--- config.mk ---
export PLATFORM = sky130hd
export DESIGN_NAME = pcs_supervisor
export DESIGN_NICKNAME = d
export VERILOG_FILES = /design/src/include/pcs_pkg.sv /design/src/core/pcs_supervisor.sv
export SDC_FILE = /design/constraint.sdc
export NUM_CORES = 2
export LEC_CHECK = 0
export ABC_AREA = 1
export BUFFER_PORTS_ARGS = -buffer_cell sky130_fd_sc_hd__buf_2
export CORE_ASPECT_RATIO = 0.6
export CORE_MARGIN = 10
export CORE_UTILIZATION = 40
export CTS_CLUSTER_DIAMETER = 80
export DETAILED_ROUTE_END_ITERATION = 8
export HOLD_SLACK_MARGIN = 0.03
export PLACE_DENSITY_LB_ADDON = 0.2
export SLEW_MARGIN = 20
export SYNTH_ARGS = -nofsm -noshare
export SYNTH_HDL_FRONTEND = slang
export SYNTH_SLANG_ARGS = --single-unit
--- constraint.sdc ---
create_clock -name mclk -period 10 [get_ports mclk]
set_clock_uncertainty 0.1 [all_clocks]
set_input_delay 1 -clock mclk [delete_from_list [all_inputs] [get_ports mclk]]
set_output_delay 1 -clock mclk [all_outputs]
set_load 0.02 [all_outputs]
--- src/include/pcs_pkg.sv ---
// Shared constants and carriers of the clock supervisor.
// Assumes one 50 MHz clock domain and inputs sampled as synchronous levels.
package pcs_pkg;
  localparam int unsigned CLK_HZ = 50_000_000;
  localparam int unsigned LOCK_TIME_MS = 1200;
  localparam int unsigned LOCK_CYCLES = LOCK_TIME_MS * (CLK_HZ / 1000);
  localparam int unsigned LOCK_W = 26;
  localparam int unsigned GAP_W = 24;
  localparam int unsigned PER_W = 12;
  localparam int unsigned DIV_W = 8;
  localparam logic [GAP_W-1:0] LOS_MULT = 24'h00_0009;
  localparam int unsigned FOS_SHIFT_STRATUM = 6;
  localparam int unsigned FOS_SHIFT_SMC = 5;
  localparam logic [7:0] LOCK_SLIP = 8'h04;
  localparam logic [9:0] LOCK_SETTLE = 10'h3_FF;
  localparam int unsigned HIST_SHIFT = 4;
  localparam logic [17:0] COARSE_STEP_PS = 18'h0_00C8;
  localparam logic [17:0] FINE_STEP_PS = 18'h0_0003;
  localparam logic signed [14:0] FINE_MAX_STEPS = 15'h0024;
  localparam logic [11:0] SKEW_MIN_PS = 12'h320;
  localparam logic [11:0] SKEW_MAX_PS = 12'h898;
  localparam logic [11:0] SKEW_INC_PS = 12'h064;

  typedef enum logic [1:0] {
    MODE_MANUAL = 2'b00, MODE_AUTO_REV = 2'b01, MODE_AUTO_NONREV = 2'b10
  } pcs_mode_type;
  typedef enum logic [1:0] {
    SRC_IN1 = 2'b00, SRC_IN2 = 2'b01, SRC_XTAL = 2'b10, SRC_HOLD = 2'b11
  } pcs_src_type;
  typedef enum logic [1:0] {
    FMT_LVPECL = 2'b00, FMT_LVDS = 2'b01, FMT_CML = 2'b10, FMT_CMOS = 2'b11
  } pcs_fmt_type;

  typedef struct packed {
    logic [1:0][DIV_W-1:0] inDiv;
    logic [1:0][DIV_W-1:0] outDiv;
    logic [1:0][PER_W-1:0] expPeriod;
    logic [3:0] bwSel;
    pcs_mode_type selMode;
    logic prefInput;
    logic freeRun;
    logic minimumClockThreshold;
    logic outputsForcedOn;
    logic squelchUntilCalibrated;
    logic bypass;
    logic powerDown2;
    pcs_fmt_type [1:0] format;
    logic [7:0] coarsePhaseOffset;
    logic [14:0] finePhaseOffset;
    logic [3:0] skewSteps;
  } pcs_cfg_type;

  localparam pcs_cfg_type CFG_RESET = '{
    inDiv: {8'h01, 8'h01}, outDiv: {8'h01, 8'h01}, expPeriod: {12'h000, 12'h000},
    bwSel: 4'h0, selMode: MODE_MANUAL, prefInput: 1'b0, freeRun: 1'b0,
    minimumClockThreshold: 1'b0, outputsForcedOn: 1'b0, squelchUntilCalibrated: 1'b0,
    bypass: 1'b0, powerDown2: 1'b0, format: {FMT_LVPECL, FMT_LVPECL},
    coarsePhaseOffset: 8'h00, finePhaseOffset: 15'h0000, skewSteps: 4'h0};

  typedef struct packed {
    logic [1:0] signalMissing;
    logic [1:0] frequencyOffsetAlarm;
    logic lockLost;
    logic calActive;
    logic holdActive;
    logic trackXtal;
    pcs_src_type source;
  } pcs_status_type;
endpackage : pcs_pkg
--- src/core/pcs_supervisor.sv ---
// Control and supervision around the jitter-attenuating loop.
// Assumes clocks arrive as levels sampled on mclk and a host loads cfg.
//
// How it works
// - Source is input 1, input 2 or crystal.
// - Each input and output has own divider.
// - Host loads dividers and settings as one cfg word on a strobe.
// - Loop bandwidth chosen from 60 Hz to 8.4 kHz.
// - Input switch lands on new input edge.
// - Manual, revertive or non-revertive automatic selection.
// - Per-input signal missing alarm on missing pulses.
// - Lock from selected input versus feedback phase.
// - Alarm when input frequency leaves allowed band.
// - Offset band chosen between two threshold styles.
// - Lost input enters hold at historical average.
// - Hold keeps tracking the crystal reference.
// - Each output has its own signal format.
// - Second output can be powered down.
// - Coarse offset moves phase 200 ps steps.
// - Fine offset spans +/-108 ps in 3 ps.
// - Output to output skew step 800 ps-2.2 ns.
// - Bypass drives output straight from input.
// - Outputs off until first calibration ends.
// - With squelch, off until lock is held after a finished calibration.
// - Forced on keeps outputs running throughout.
// - Calibration ends lock lost within 1200 ms.
// - Missing pulse caught within 4.5 divided periods.
`timescale 1ns/1ps
module pcs_supervisor #(
  parameter int unsigned LOCK_CYCLES = pcs_pkg::LOCK_CYCLES
) (
  input wire logic mclk,
  input wire logic reset_n,
  input wire logic cfgLoad,
  input wire pcs_pkg::pcs_cfg_type cfg,
  input wire logic calStart,
  input wire logic [1:0] inputClock,
  input wire logic feedbackClock,
  input wire logic synthClock,
  output logic [1:0] outputClock,
  output logic [1:0] outputEnable,
  output pcs_pkg::pcs_fmt_type [1:0] outputFormat,
  output pcs_pkg::pcs_status_type status,
  output logic alarmInput1Pin,
  output logic alarmInput2Pin,
  output logic [pcs_pkg::PER_W-1:0] freqWord,
  output logic signed [17:0] phaseOffsetPs,
  output logic [11:0] outputSkewPs,
  output logic [13:0] bandwidthHz
);
  ////////////////////////////////////////////////////////////////////////////
  // Configuration, reloaded only on the host's load strobe.
  pcs_pkg::pcs_cfg_type cfg_q, cfg_d;
  always_comb begin
    cfg_d = cfgLoad ? cfg : cfg_q;
  end
  always_ff @(posedge mclk) begin
    cfg_q <= !reset_n ? pcs_pkg::CFG_RESET : cfg_d;
  end

  // Settings double from 60 Hz upward; the upper half all pins the widest bandwidth.
  function automatic logic [13:0] bwDecode(input logic [3:0] sel);
    return sel[3] ? 14'h20D0 : 14'h003C << sel[2:0];
  endfunction : bwDecode

  ////////////////////////////////////////////////////////////////////////////
  // Per-input monitors: period, gap, divided edge and alarms.
  logic [1:0] inPrev_q, inPrev_d, rise, divEdge;
  logic [1:0] missing_q, missing_d, fos_q, fos_d;
  logic [pcs_pkg::GAP_W-1:0] gap_q [2], gap_d [2], thr [2];
  logic [pcs_pkg::PER_W-1:0] per_q [2], per_d [2];
  logic [pcs_pkg::DIV_W-1:0] divCnt_q [2], divCnt_d [2];

  for (genvar i = 0; i < 2; i++) begin : g_in
    logic [pcs_pkg::PER_W-1:0] dev;
    logic [pcs_pkg::PER_W-1:0] tol;
    logic [pcs_pkg::DIV_W-1:0] div;
    always_comb begin
      div = (cfg_q.inDiv[i] == '0) ? pcs_pkg::DIV_W'(1) : cfg_q.inDiv[i];
      inPrev_d[i] = inputClock[i];
      rise[i] = inputClock[i] & ~inPrev_q[i];
      // Threshold is 4.5 input periods per divider count, halved after x9.
      thr[i] = (pcs_pkg::GAP_W'(per_q[i]) * pcs_pkg::GAP_W'(div) * pcs_pkg::LOS_MULT) >> 1;
      gap_d[i] = rise[i] ? '0 : (&gap_q[i] ? gap_q[i] : gap_q[i] + 1'b1);
      per_d[i] = !rise[i] ? per_q[i] : (|gap_q[i][pcs_pkg::GAP_W-1:pcs_pkg::PER_W]) ? '1
                 : gap_q[i][pcs_pkg::PER_W-1:0] + 1'b1;
      divEdge[i] = rise[i] && (divCnt_q[i] >= div - 1'b1);
      divCnt_d[i] = rise[i] ? (divEdge[i] ? '0 : divCnt_q[i] + 1'b1) : divCnt_q[i];
      missing_d[i] = rise[i] ? 1'b0 : (gap_q[i] > thr[i]) ? 1'b1 : missing_q[i];
      dev = (per_d[i] > cfg_q.expPeriod[i]) ? per_d[i] - cfg_q.expPeriod[i]
            : cfg_q.expPeriod[i] - per_d[i];
      tol = cfg_q.minimumClockThreshold ? cfg_q.expPeriod[i] >> pcs_pkg::FOS_SHIFT_SMC
            : cfg_q.expPeriod[i] >> pcs_pkg::FOS_SHIFT_STRATUM;
      fos_d[i] = rise[i] ? (dev > tol) : fos_q[i];
    end
    always_ff @(posedge mclk) begin
      if (!reset_n) begin
        inPrev_q[i] <= 1'b0;
        gap_q[i] <= '0;
        per_q[i] <= '0;
        divCnt_q[i] <= '0;
        missing_q[i] <= 1'b1;
        fos_q[i] <= 1'b0;
      end else begin
        inPrev_q[i] <= inPrev_d[i];
        gap_q[i] <= gap_d[i];
        per_q[i] <= per_d[i];
        divCnt_q[i] <= divCnt_d[i];
        missing_q[i] <= missing_d[i];
        fos_q[i] <= fos_d[i];
      end
    end
    a_los_set: assert property (@(posedge mclk) disable iff (!reset_n)
      !rise[i] && gap_q[i] > thr[i] |=> missing_q[i])
      else $error("missing pulse not flagged");
  end

  ////////////////////////////////////////////////////////////////////////////
  // Source selection and hold.
  pcs_pkg::pcs_src_type src_q, src_d;
  logic [pcs_pkg::PER_W-1:0] avg_q, avg_d;
  logic pref, other, prefOk, otherOk;
  pcs_pkg::pcs_src_type want;
  always_comb begin
    pref = cfg_q.prefInput;
    other = ~pref;
    prefOk = ~missing_q[pref];
    otherOk = ~missing_q[other];
    want = src_q;
    if (cfg_q.freeRun) begin
      want = pcs_pkg::SRC_XTAL;
    end else begin
      case (cfg_q.selMode)
        pcs_pkg::MODE_MANUAL: want = prefOk ? pcs_pkg::pcs_src_type'({1'b0, pref})
                                     : pcs_pkg::SRC_HOLD;
        pcs_pkg::MODE_AUTO_NONREV: begin
          if (src_q[1] || missing_q[src_q[0]]) begin
            want = prefOk ? pcs_pkg::pcs_src_type'({1'b0, pref})
                   : otherOk ? pcs_pkg::pcs_src_type'({1'b0, other}) : pcs_pkg::SRC_HOLD;
          end
        end
        default: want = prefOk ? pcs_pkg::pcs_src_type'({1'b0, pref})
                        : otherOk ? pcs_pkg::pcs_src_type'({1'b0, other})
                        : pcs_pkg::SRC_HOLD;
      endcase
    end
    src_d = src_q;
    // Landing on the new input's own edge keeps the output phase step small.
    if (want != src_q && (want[1] || divEdge[want[0]])) begin
      src_d = want;
    end
    avg_d = avg_q;
    if (!src_q[1] && divEdge[src_q[0]]) begin
      avg_d = avg_q + (per_q[src_q[0]] >> pcs_pkg::HIST_SHIFT)
              - (avg_q >> pcs_pkg::HIST_SHIFT);
    end
  end
  always_ff @(posedge mclk) begin
    if (!reset_n) begin
      src_q <= pcs_pkg::SRC_XTAL;
      avg_q <= '0;
    end else begin
      src_q <= src_d;
      avg_q <= avg_d;
    end
  end
  a_hold_entry: assert property (@(posedge mclk) disable iff (!reset_n)
    cfg_q.selMode == pcs_pkg::MODE_MANUAL && !cfg_q.freeRun && missing_q[cfg_q.prefInput]
    |=> src_q == pcs_pkg::SRC_HOLD)
    else $error("hold not entered on lost input");
  a_revert: assert property (@(posedge mclk) disable iff (!reset_n)
    cfg_q.selMode == pcs_pkg::MODE_AUTO_REV && !cfg_q.freeRun && !cfgLoad
    && !missing_q[cfg_q.prefInput] && divEdge[cfg_q.prefInput] && !$changed(cfg_q)
    |=> src_q == pcs_pkg::pcs_src_type'({1'b0, $past(cfg_q.prefInput)}))
    else $error("revertive mode did not return");

  ////////////////////////////////////////////////////////////////////////////
  // Lock detection and calibration.
  logic signed [7:0] ph_q, ph_d;
  logic fbPrev_q, fbPrev_d, fbRise, inWin;
  logic lol_q, lol_d, cal_q, cal_d, calDone_q, calDone_d, calOk_q, calOk_d;
  logic [9:0] settle_q, settle_d;
  logic [pcs_pkg::LOCK_W-1:0] calCnt_q, calCnt_d;
  always_comb begin
    fbPrev_d = feedbackClock;
    fbRise = feedbackClock & ~fbPrev_q;
    ph_d = ph_q;
    if (cal_q && calCnt_q == '0) begin
      ph_d = '0;
    end else if (!src_q[1] && divEdge[src_q[0]] && !fbRise) begin
      ph_d = ph_q + 8'sd1;
    end else if (fbRise && !(!src_q[1] && divEdge[src_q[0]])) begin
      ph_d = ph_q - 8'sd1;
    end
    inWin = (ph_q <= $signed(pcs_pkg::LOCK_SLIP)) && (ph_q >= -$signed(pcs_pkg::LOCK_SLIP));
    settle_d = inWin ? (settle_q == pcs_pkg::LOCK_SETTLE ? settle_q : settle_q + 1'b1) : '0;
    lol_d = lol_q;
    if (cal_q || !inWin) begin
      lol_d = 1'b1;
    end else if (settle_q == pcs_pkg::LOCK_SETTLE) begin
      lol_d = 1'b0;
    end
    cal_d = cal_q;
    calCnt_d = cal_q ? calCnt_q + 1'b1 : '0;
    calDone_d = calDone_q;
    calOk_d = calOk_q;
    if (calStart) begin
      cal_d = 1'b1;
      calCnt_d = '0;
    end else if (cal_q && (settle_q == pcs_pkg::LOCK_SETTLE
                 || calCnt_q == pcs_pkg::LOCK_W'(LOCK_CYCLES - 1))) begin
      cal_d = 1'b0;
      calDone_d = 1'b1;
    end
    if (!cal_q && calDone_q && !lol_q) begin
      calOk_d = 1'b1;
    end
  end
  always_ff @(posedge mclk) begin
    if (!reset_n) begin
      ph_q <= '0;
      fbPrev_q <= 1'b0;
      settle_q <= '0;
      lol_q <= 1'b1;
      cal_q <= 1'b0;
      calCnt_q <= '0;
      calDone_q <= 1'b0;
      calOk_q <= 1'b0;
    end else begin
      ph_q <= ph_d;
      fbPrev_q <= fbPrev_d;
      settle_q <= settle_d;
      lol_q <= lol_d;
      cal_q <= cal_d;
      calCnt_q <= calCnt_d;
      calDone_q <= calDone_d;
      calOk_q <= calOk_d;
    end
  end
  a_cal_lol: assert property (@(posedge mclk) disable iff (!reset_n)
    cal_q |=> lol_q)
    else $error("lock reported during calibration");
  a_cal_bound: assert property (@(posedge mclk) disable iff (!reset_n)
    cal_q && !calStart && calCnt_q == pcs_pkg::LOCK_W'(LOCK_CYCLES - 1) |=> !cal_q)
    else $error("calibration overran its limit");

  ////////////////////////////////////////////////////////////////////////////
  // Outputs: gating, dividers, bypass and offsets.
  logic [1:0] outEn_d, outClk_d;
  logic [1:0] outTog_q, outTog_d;
  logic [pcs_pkg::DIV_W-1:0] outCnt_q [2], outCnt_d [2];
  logic synPrev_q, synRise, outOn, selRaw;
  logic signed [14:0] fineClamp;
  always_comb begin
    synRise = synthClock & ~synPrev_q;
    selRaw = src_q[1] ? 1'b0 : inputClock[src_q[0]];
    // Squelch waits for lock; otherwise any finished calibration suffices.
    outOn = cfg_q.outputsForcedOn
            || (cfg_q.squelchUntilCalibrated ? calOk_q : calDone_q);
    outEn_d = {outOn && !cfg_q.powerDown2, outOn};
    for (int k = 0; k < 2; k++) begin
      outTog_d[k] = outTog_q[k];
      outCnt_d[k] = outCnt_q[k];
      if (synRise) begin
        outCnt_d[k] = (outCnt_q[k] + 1'b1 >= cfg_q.outDiv[k]) ? '0 : outCnt_q[k] + 1'b1;
        outTog_d[k] = (outCnt_d[k] == '0) ? ~outTog_q[k] : outTog_q[k];
      end
      outClk_d[k] = outEn_d[k] && (cfg_q.bypass ? selRaw : outTog_q[k]);
    end
    fineClamp = $signed(cfg_q.finePhaseOffset);
    if (fineClamp > pcs_pkg::FINE_MAX_STEPS) begin
      fineClamp = pcs_pkg::FINE_MAX_STEPS;
    end else if (fineClamp < -pcs_pkg::FINE_MAX_STEPS) begin
      fineClamp = -pcs_pkg::FINE_MAX_STEPS;
    end
  end
  always_ff @(posedge mclk) begin
    if (!reset_n) begin
      synPrev_q <= 1'b0;
      outTog_q <= '0;
      outCnt_q <= '{default: '0};
      outputEnable <= '0;
      outputClock <= '0;
      phaseOffsetPs <= '0;
      outputSkewPs <= pcs_pkg::SKEW_MIN_PS;
      bandwidthHz <= '0;
      outputFormat <= '{default: pcs_pkg::FMT_LVPECL};
    end else begin
      synPrev_q <= synthClock;
      outTog_q <= outTog_d;
      outCnt_q <= outCnt_d;
      outputEnable <= outEn_d;
      outputClock <= outClk_d;
      phaseOffsetPs <= $signed(18'(cfg_q.coarsePhaseOffset) * pcs_pkg::COARSE_STEP_PS)
                       + 18'(fineClamp) * $signed(pcs_pkg::FINE_STEP_PS);
      outputSkewPs <= (cfg_q.skewSteps > 4'hE) ? pcs_pkg::SKEW_MAX_PS
                      : pcs_pkg::SKEW_MIN_PS + 12'(cfg_q.skewSteps) * pcs_pkg::SKEW_INC_PS;
      bandwidthHz <= bwDecode(cfg_q.bwSel);
      outputFormat <= cfg_q.format;
    end
  end
  always_comb begin
    status.signalMissing = missing_q;
    status.frequencyOffsetAlarm = fos_q;
    status.lockLost = lol_q;
    status.calActive = cal_q;
    status.holdActive = (src_q == pcs_pkg::SRC_HOLD);
    status.trackXtal = src_q[1];
    status.source = src_q;
    alarmInput1Pin = missing_q[0];
    alarmInput2Pin = missing_q[1];
    freqWord = src_q[1] ? avg_q : per_q[src_q[0]];
  end
  a_squelch_gate: assert property (@(posedge mclk) disable iff (!reset_n)
    !cfg_q.outputsForcedOn && cfg_q.squelchUntilCalibrated && !calOk_q |=> outputEnable == 2'b00)
    else $error("outputs ran before lock");
  a_precal_off: assert property (@(posedge mclk) disable iff (!reset_n)
    !cfg_q.outputsForcedOn && !calDone_q |=> !outputEnable[0])
    else $error("outputs ran before calibration");
  a_forced_on: assert property (@(posedge mclk) disable iff (!reset_n)
    cfg_q.outputsForcedOn ##1 cfg_q.outputsForcedOn |-> outputEnable[0])
    else $error("forced outputs not running");
  a_pd_second: assert property (@(posedge mclk) disable iff (!reset_n)
    cfg_q.powerDown2 |=> !outputEnable[1] && !outputClock[1])
    else $error("second output not powered down");
  a_bypass_path: assert property (@(posedge mclk) disable iff (!reset_n)
    cfg_q.bypass && outEn_d[0] |=> outputClock[0] == $past(selRaw))
    else $error("bypass output not from input");
endmodule : pcs_supervisor

Word level (Yosys, flattened, before mapping)
Memory sizes are Yosys's and may differ from the RTL's. A register that Yosys moved wholly into a read port is not among the register bits.
Cells that the tools add are included.
{"block": "totals", "reg_bits": 240, "ramBits": 88, "inputBits": 108, "wordCells": 241, "memories": 3}
{"name": "gap_q", "words": 2, "width": 24, "read_ports": 2, "rd_clocked_by_memory_dff": 0, "wr": 2, "line_no": "pcs_supervisor.sv:70", "rtl": "logic [pcs_pkg::GAP_W-1:0] gap_q [2], gap_d [2], thr [2];"}
{"name": "per_q", "words": 2, "width": 12, "read_ports": 3, "rd_clocked_by_memory_dff": 1, "wr": 2, "line_no": "pcs_supervisor.sv:71", "rtl": "logic [pcs_pkg::PER_W-1:0] per_q [2], per_d [2];"}
{"name": "divCnt_q", "words": 2, "width": 8, "read_ports": 2, "rd_clocked_by_memory_dff": 0, "wr": 2, "line_no": "pcs_supervisor.sv:72", "rtl": "logic [pcs_pkg::DIV_W-1:0] divCnt_q [2], divCnt_d [2];"}
{"block": "classes", "n_addsub": 22, "mul": 7, "n_lt_le_gt_ge": 19, "n_eq_ne": 5, "n_shift": 1, "muxes": 65, "n_bitwise": 20, "reduce_logical": 49}
{"operator": "$mux W24", "count": 6}
{"operator": "$mux W12", "count": 10}
{"operator": "$mux W8", "count": 12}
{"operator": "$add A24 B1 Y24 const B", "count": 2}
{"operator": "$gt A24 B23 Y1", "count": 2}
{"operator": "$mul A20 B4 Y24 const B", "count": 2}
{"operator": "$reduce_and A24 Y1", "count": 2}
{"operator": "$sub A12 B12 Y12", "count": 4}
{"operator": "$mul A12 B8 Y20", "count": 2}
{"operator": "$add A8 B1 Y8 const B", "count": 4}
{"operator": "$ge A8 B8 Y1", "count": 4}
{"operator": "$logic_not A8 Y1", "count": 4}
{"operator": "$mux W15", "count": 2}
{"operator": "$add A26 B1 Y26 const B", "count": 1}
{"operator": "$eq A26 B26 Y1 const B", "count": 1}
{"operator": "$logic_not A26 Y1", "count": 1}
{"operator": "$mux W1", "count": 26}
{"operator": "$add A12 B1 Y12 const B", "count": 2}
{"operator": "$gt A12 B12 Y1", "count": 2}
{"operator": "$gt A12 B7 Y1", "count": 2}
{"operator": "$reduce_or A12 Y1", "count": 2}
{"operator": "$add A17 B18 Y18", "count": 1}
{"operator": "$mul A15 B3 Y18 const B", "count": 1}
{"operator": "$sub A8 B1 Y8 const B", "count": 2}
{"operator": "other kinds (33)", "count": 91}

Depth between registers and ports, before layout
{"block": "depth", "word_depth": 14, "depth_mapped": 47}

Worst setup path before layout
OpenSTA, ideal clock, no wires.
{"block": "synth_timing", "path_type": "reg-to-reg", "from": "reg cfg_q[90] in the netlist's numbering", "to": "reg missing_q[0] (netlist: alarmInput1Pin)", "t_arrival_ns": 6.746, "required_ns": 9.839, "setup_slack_ns": 3.093, "stages_incl_launch_ff": 38, "path_buffers": 2, "synth_period_minus_slack_ns": 6.907, "path_cell_list": "dfxtp_1 > clkbuf_1 > clkbuf_1 > nand2_1 > fa_1 > fa_1 > inv_1 > fa_1 > inv_1 > fa_1 > inv_1 > ha_1 > nand2_1 > inv_1 > a21boi_0 > o21ai_0 > a31oi_1 > xor2_1 > (+2 left out) > a21oi_1 > o21ai_0 > a21oi_1 > nand2_1 > nand2_1 > nand2_1 > nand3_1 > nand2_1 > ha_1 > nand4_1 > inv_1 > nand4_1 > or2_2 > nand3_1 > nand2_1 > nand2_1 > nand2_1 > nand2_1"}
{"block": "synth_between", "elab_chain_len": 6}
{"item": "start, declared", "line_no": "pcs_supervisor.sv:53", "rtl": "pcs_pkg::pcs_cfg_type cfg_q, cfg_d;"}
{"item": "start signal, assigned", "line_no": "pcs_supervisor.sv:58", "rtl": "cfg_q <= !reset_n ? pcs_pkg::CFG_RESET : cfg_d;"}
{"item": "$logic_not A8 Y1", "line_no": "pcs_supervisor.sv:79", "rtl": "div = (cfg_q.inDiv[i] == '0) ? pcs_pkg::DIV_W'(1) : cfg_q.inDiv[i];"}
{"item": "$mux W8 (*)", "line_no": "pcs_supervisor.sv:79"}
{"item": "$mul A12 B8 Y20 (*)", "line_no": "pcs_supervisor.sv:83", "rtl": "thr[i] = (pcs_pkg::GAP_W'(per_q[i]) * pcs_pkg::GAP_W'(div) * pcs_pkg::LOS_MULT) >> 1;"}
{"item": "$mul A20 B4 Y24 (*)", "line_no": "pcs_supervisor.sv:83"}
{"item": "$gt A24 B23 Y1 (*)", "line_no": "pcs_supervisor.sv:89", "rtl": "missing_d[i] = rise[i] ? 1'b0 : (gap_q[i] > thr[i]) ? 1'b1 : missing_q[i];"}
{"item": "$reduce_bool A2 Y1 (no source line) (*)"}
{"item": "end signal, assigned by index", "line_no": "pcs_supervisor.sv:109", "rtl": "missing_q[i] <= missing_d[i];"}
{"item": "end, declared", "line_no": "pcs_supervisor.sv:69", "rtl": "logic [1:0] missing_q, missing_d, fos_q, fos_d;"}
Mark *: on every way between the ends. The rest lies on a longest branch, timed or not.
A chain may end at the register's enable or synchronous reset.

Worst setup path after layout
{"block": "layout_timing", "from": "reg cfg_q[93] in the netlist's numbering", "to": "reg missing_q[1] (netlist: alarmInput2Pin)"}
Same word-level chain as after synthesis.

==> results.txt <==
max incr delay on CP: 810 ps
Worst R2R Start: cfg_q[93]
clock sink count: 325
Vias: 27500
Final Cycle Share: 78.4%
Area Overhead vs Synth: 10.2%
Commonest cells post-synth: 917 x nand2_1, 878 x inv_1, 386 x ha_1, 355 x nor2_1, 325 x dfxtp_1
total negative slack: 0 ps
Total Routing Usage GR: 20.5%
CP max FO: 15
Startpoint Class: flop
CTS max path bufs: 3
worst slew pin tran: 1030 ps
Synth area leaders: dfxtp_1 21%, ha_1 16%, nand2_1 11%, inv_1 11%, fa_1 10%
HP Class: flop to flop
cts repair resizes: 0
Post-CTS Setup Bufs: 0
critical path arrival: 8190 ps
Fin. Hold Viols: 0
worst relative slew slack: 31.2%
Cells after Synth: 4392
CP required: 10350 ps
first drt pass iteration count: 6
die height: 234 um
RSZ-0062 raised after global routing: false
post-synthesis cell type count: 61
Num CTS Buffers: 40
vias in the first global route: 25200
starting density of the core: 40.4%
hold_buf cts: 0
Seq cells post-synth: 325
CP max-delay cell: nor2_1
f_max: 0.127 GHz
Iteration-0 DRC Markers: 2262
layout cells sized above 1: 7.07%
Total Routed Length: 92200 um
Post-synth EDFFs: 0
status: completed
clock network power share: 30.8%
cell mode on critical path: nand2_1
Avg WL per Cell: 16.7 um
Cell Rows: 78
CTS tree: yes
sequential share of the synthesized area: 21.3%
part of the power in registers: 29.4%
Post-DP HPWL: 74900 um
Post-synth ARST share: 0%
fin nets: 5144
synth warn: 0
antenna-violating nets left: 0
net switching power figure: 2050 uW
Max Slew Vio Count: 0
switching part of the total power: 40.9%
crit path kind: flop to flop
largest net degree at the start of global routing: 74
Comb pwr share: 39.7%
Clk Latency, worst-skew pair: 600 ps
Finished Core Util: 44.5%
initial antenna violation count: 6
Internal: 2970 uW
crit end category: flop
RD Place Congestion: 0.919
Core ar.: 75600 um^2
Pwr Density: 149 nW/um^2
die width: 377 um
Worst-path clk slew: 60 ps
GR Overflow Total: 0
detail-routed via count per cell: 4.98
Max Cap Viol: 0
Yosys top cell area share: 21.3%
area leader, netlist: dfxtp_1
Hold Startpoint: cfg_q[29]
Mapped Area: 30500 um^2
# DRC: 0
syn_area_per_cell: 6.95 um^2
Final setup viols: 0
Pleak: 0.0184 uW
die area: 88100 um^2
PortBufs: 179
fin crit period: 7840 ps
Primary FF master, synth: dfxtp_1
critical path startpoint: cfg_q[93]
Worst VDD drop: 0.000132 V
IO Count: 184
# H-tree levels: 2
most frequent cell after synthesis: nand2_1
first-pass GRT wire length: 145000 um
Clock Tree Root: clkbuf_16
[sequential cells by signal, indices dropped and copies added (netlist names), 2 cells and up, named ones only]
name,cells
outputSkewPs,10
outputEnable,2
ph_q,8
outputClock,2
inPrev_q,2
calCnt_q,26
phaseOffsetPs,18
settle_q,10
status,2
src_q,2
cfg_q,99
bandwidthHz,12
gap_q,48
avg_q,12
divCnt_q,16
per_q,24
outTog_q,2
outCnt_q,16
outputFormat,4
[placed cells by master, fill, tap and decap left out, types with 21 or more instances in the layout]
cell type / count
buf_2: 178
nand3_1: 161
o22ai_1: 21
nor3_1: 53
nor2_1: 355
a21oi_1: 317
clkbuf_16: 40
nor4_1: 25
nand2_1: 917
o21ai_0: 251
inv_1: 878
xor2_1: 112
nand4_1: 73
ha_1: 386
xnor2_1: 61
dfxtp_1: 325
fa_1: 152
[metrics by stage]
stage / instance area, um^2 / instances / hold WS [ps] / setup WS (ps) / total power, uW
2_1_floorplan: 30500 / 4395 / 304 / 3090 / 2910
3_3_place_gp: 32300 / 5456 / 308 / 2370 / 3460
3_5_place_dp: 32300 / 5456 / 315 / 2240 / 3460
4_1_cts: 33600 / 5527 / 325 / 2190 / 5050
5_1_grt: 33600 / 5527 / 343 / 1330 / 5410
6_report: 33600 / 5530 / 323 / 2160 / 5030
[layer usage]
metal | wire [um] | vias up | global-route usage, %
met5 | 20 | - | 0
met4 | 1170 | 2 | 3.19
met3 | 8310 | 75 | 4.77
met2 | 32700 | 848 | 26.1
met1 | 50000 | 12500 | 33.6
li1 | - | 14100 | -
[power by group through the flow]
| stage | registers (uW) | logic (uW) | clock network (uW) |
|---|---|---|---|
| after floorplan | 1480 | 1430 | 0 |
| after global placement | 1500 | 1960 | 0 |
| after detailed placement | 1500 | 1950 | 0 |
| after CTS | 1480 | 1970 | 1600 |
| after global routing | 1490 | 2280 | 1640 |
| final | 1480 | 2000 | 1550 |
[cell families (layout without fill, tap and decap cells)]
logic type | after synthesis | count (layout) | share of synthesized area (%)
xor gates and xnor gates | 174 | 174 | 5.02
adders and majority gates | 538 | 538 | 25.8
and+or+nand+nor | 1645 | 1645 | 22.9
AOI/OAI and AO/OA | 685 | 685 | 12.1
buffers and inverters | 1021 | 1153 | 12.8
other | 1 | 7 | 0.0123
DFF | 325 | 325 | 21.3
muxes | 3 | 3 | 0.0984
[worst max-delay path, delay by kind of cell (launching register included)]
kind	cells	cell delay, ps
AO/OA/AOI/OAI	4	780
XOR/XNOR	1	260
adder cells (fa/ha/maj)	7	2800
buffers and inverters	4	240
flip-flops	1	690
AND/OR/NAND/NOR	22	2820
[final timing paths]
path / endpoint / slack (ps) / cells past startpoint
worst max-delay path: alarmInput2Pin / 2160 / 38
worst min-delay path: outputFormat[2] / 320 / 2
worst max register to register: alarmInput2Pin / 2160 / 38
worst min register to register: outputFormat[2] / 320 / 2
[layout make-up]
type	instances	area [um^2]
fill	7774	42000
multi-input combinational	3049	20100
antenna	3	7.51
tap	1000	1250
clock buffer	51	1100
sequential	325	6510
inverter	886	3330
timing repair buffer	196	1030
clock inverter	20	272
(Power assumes the default switching activity.)
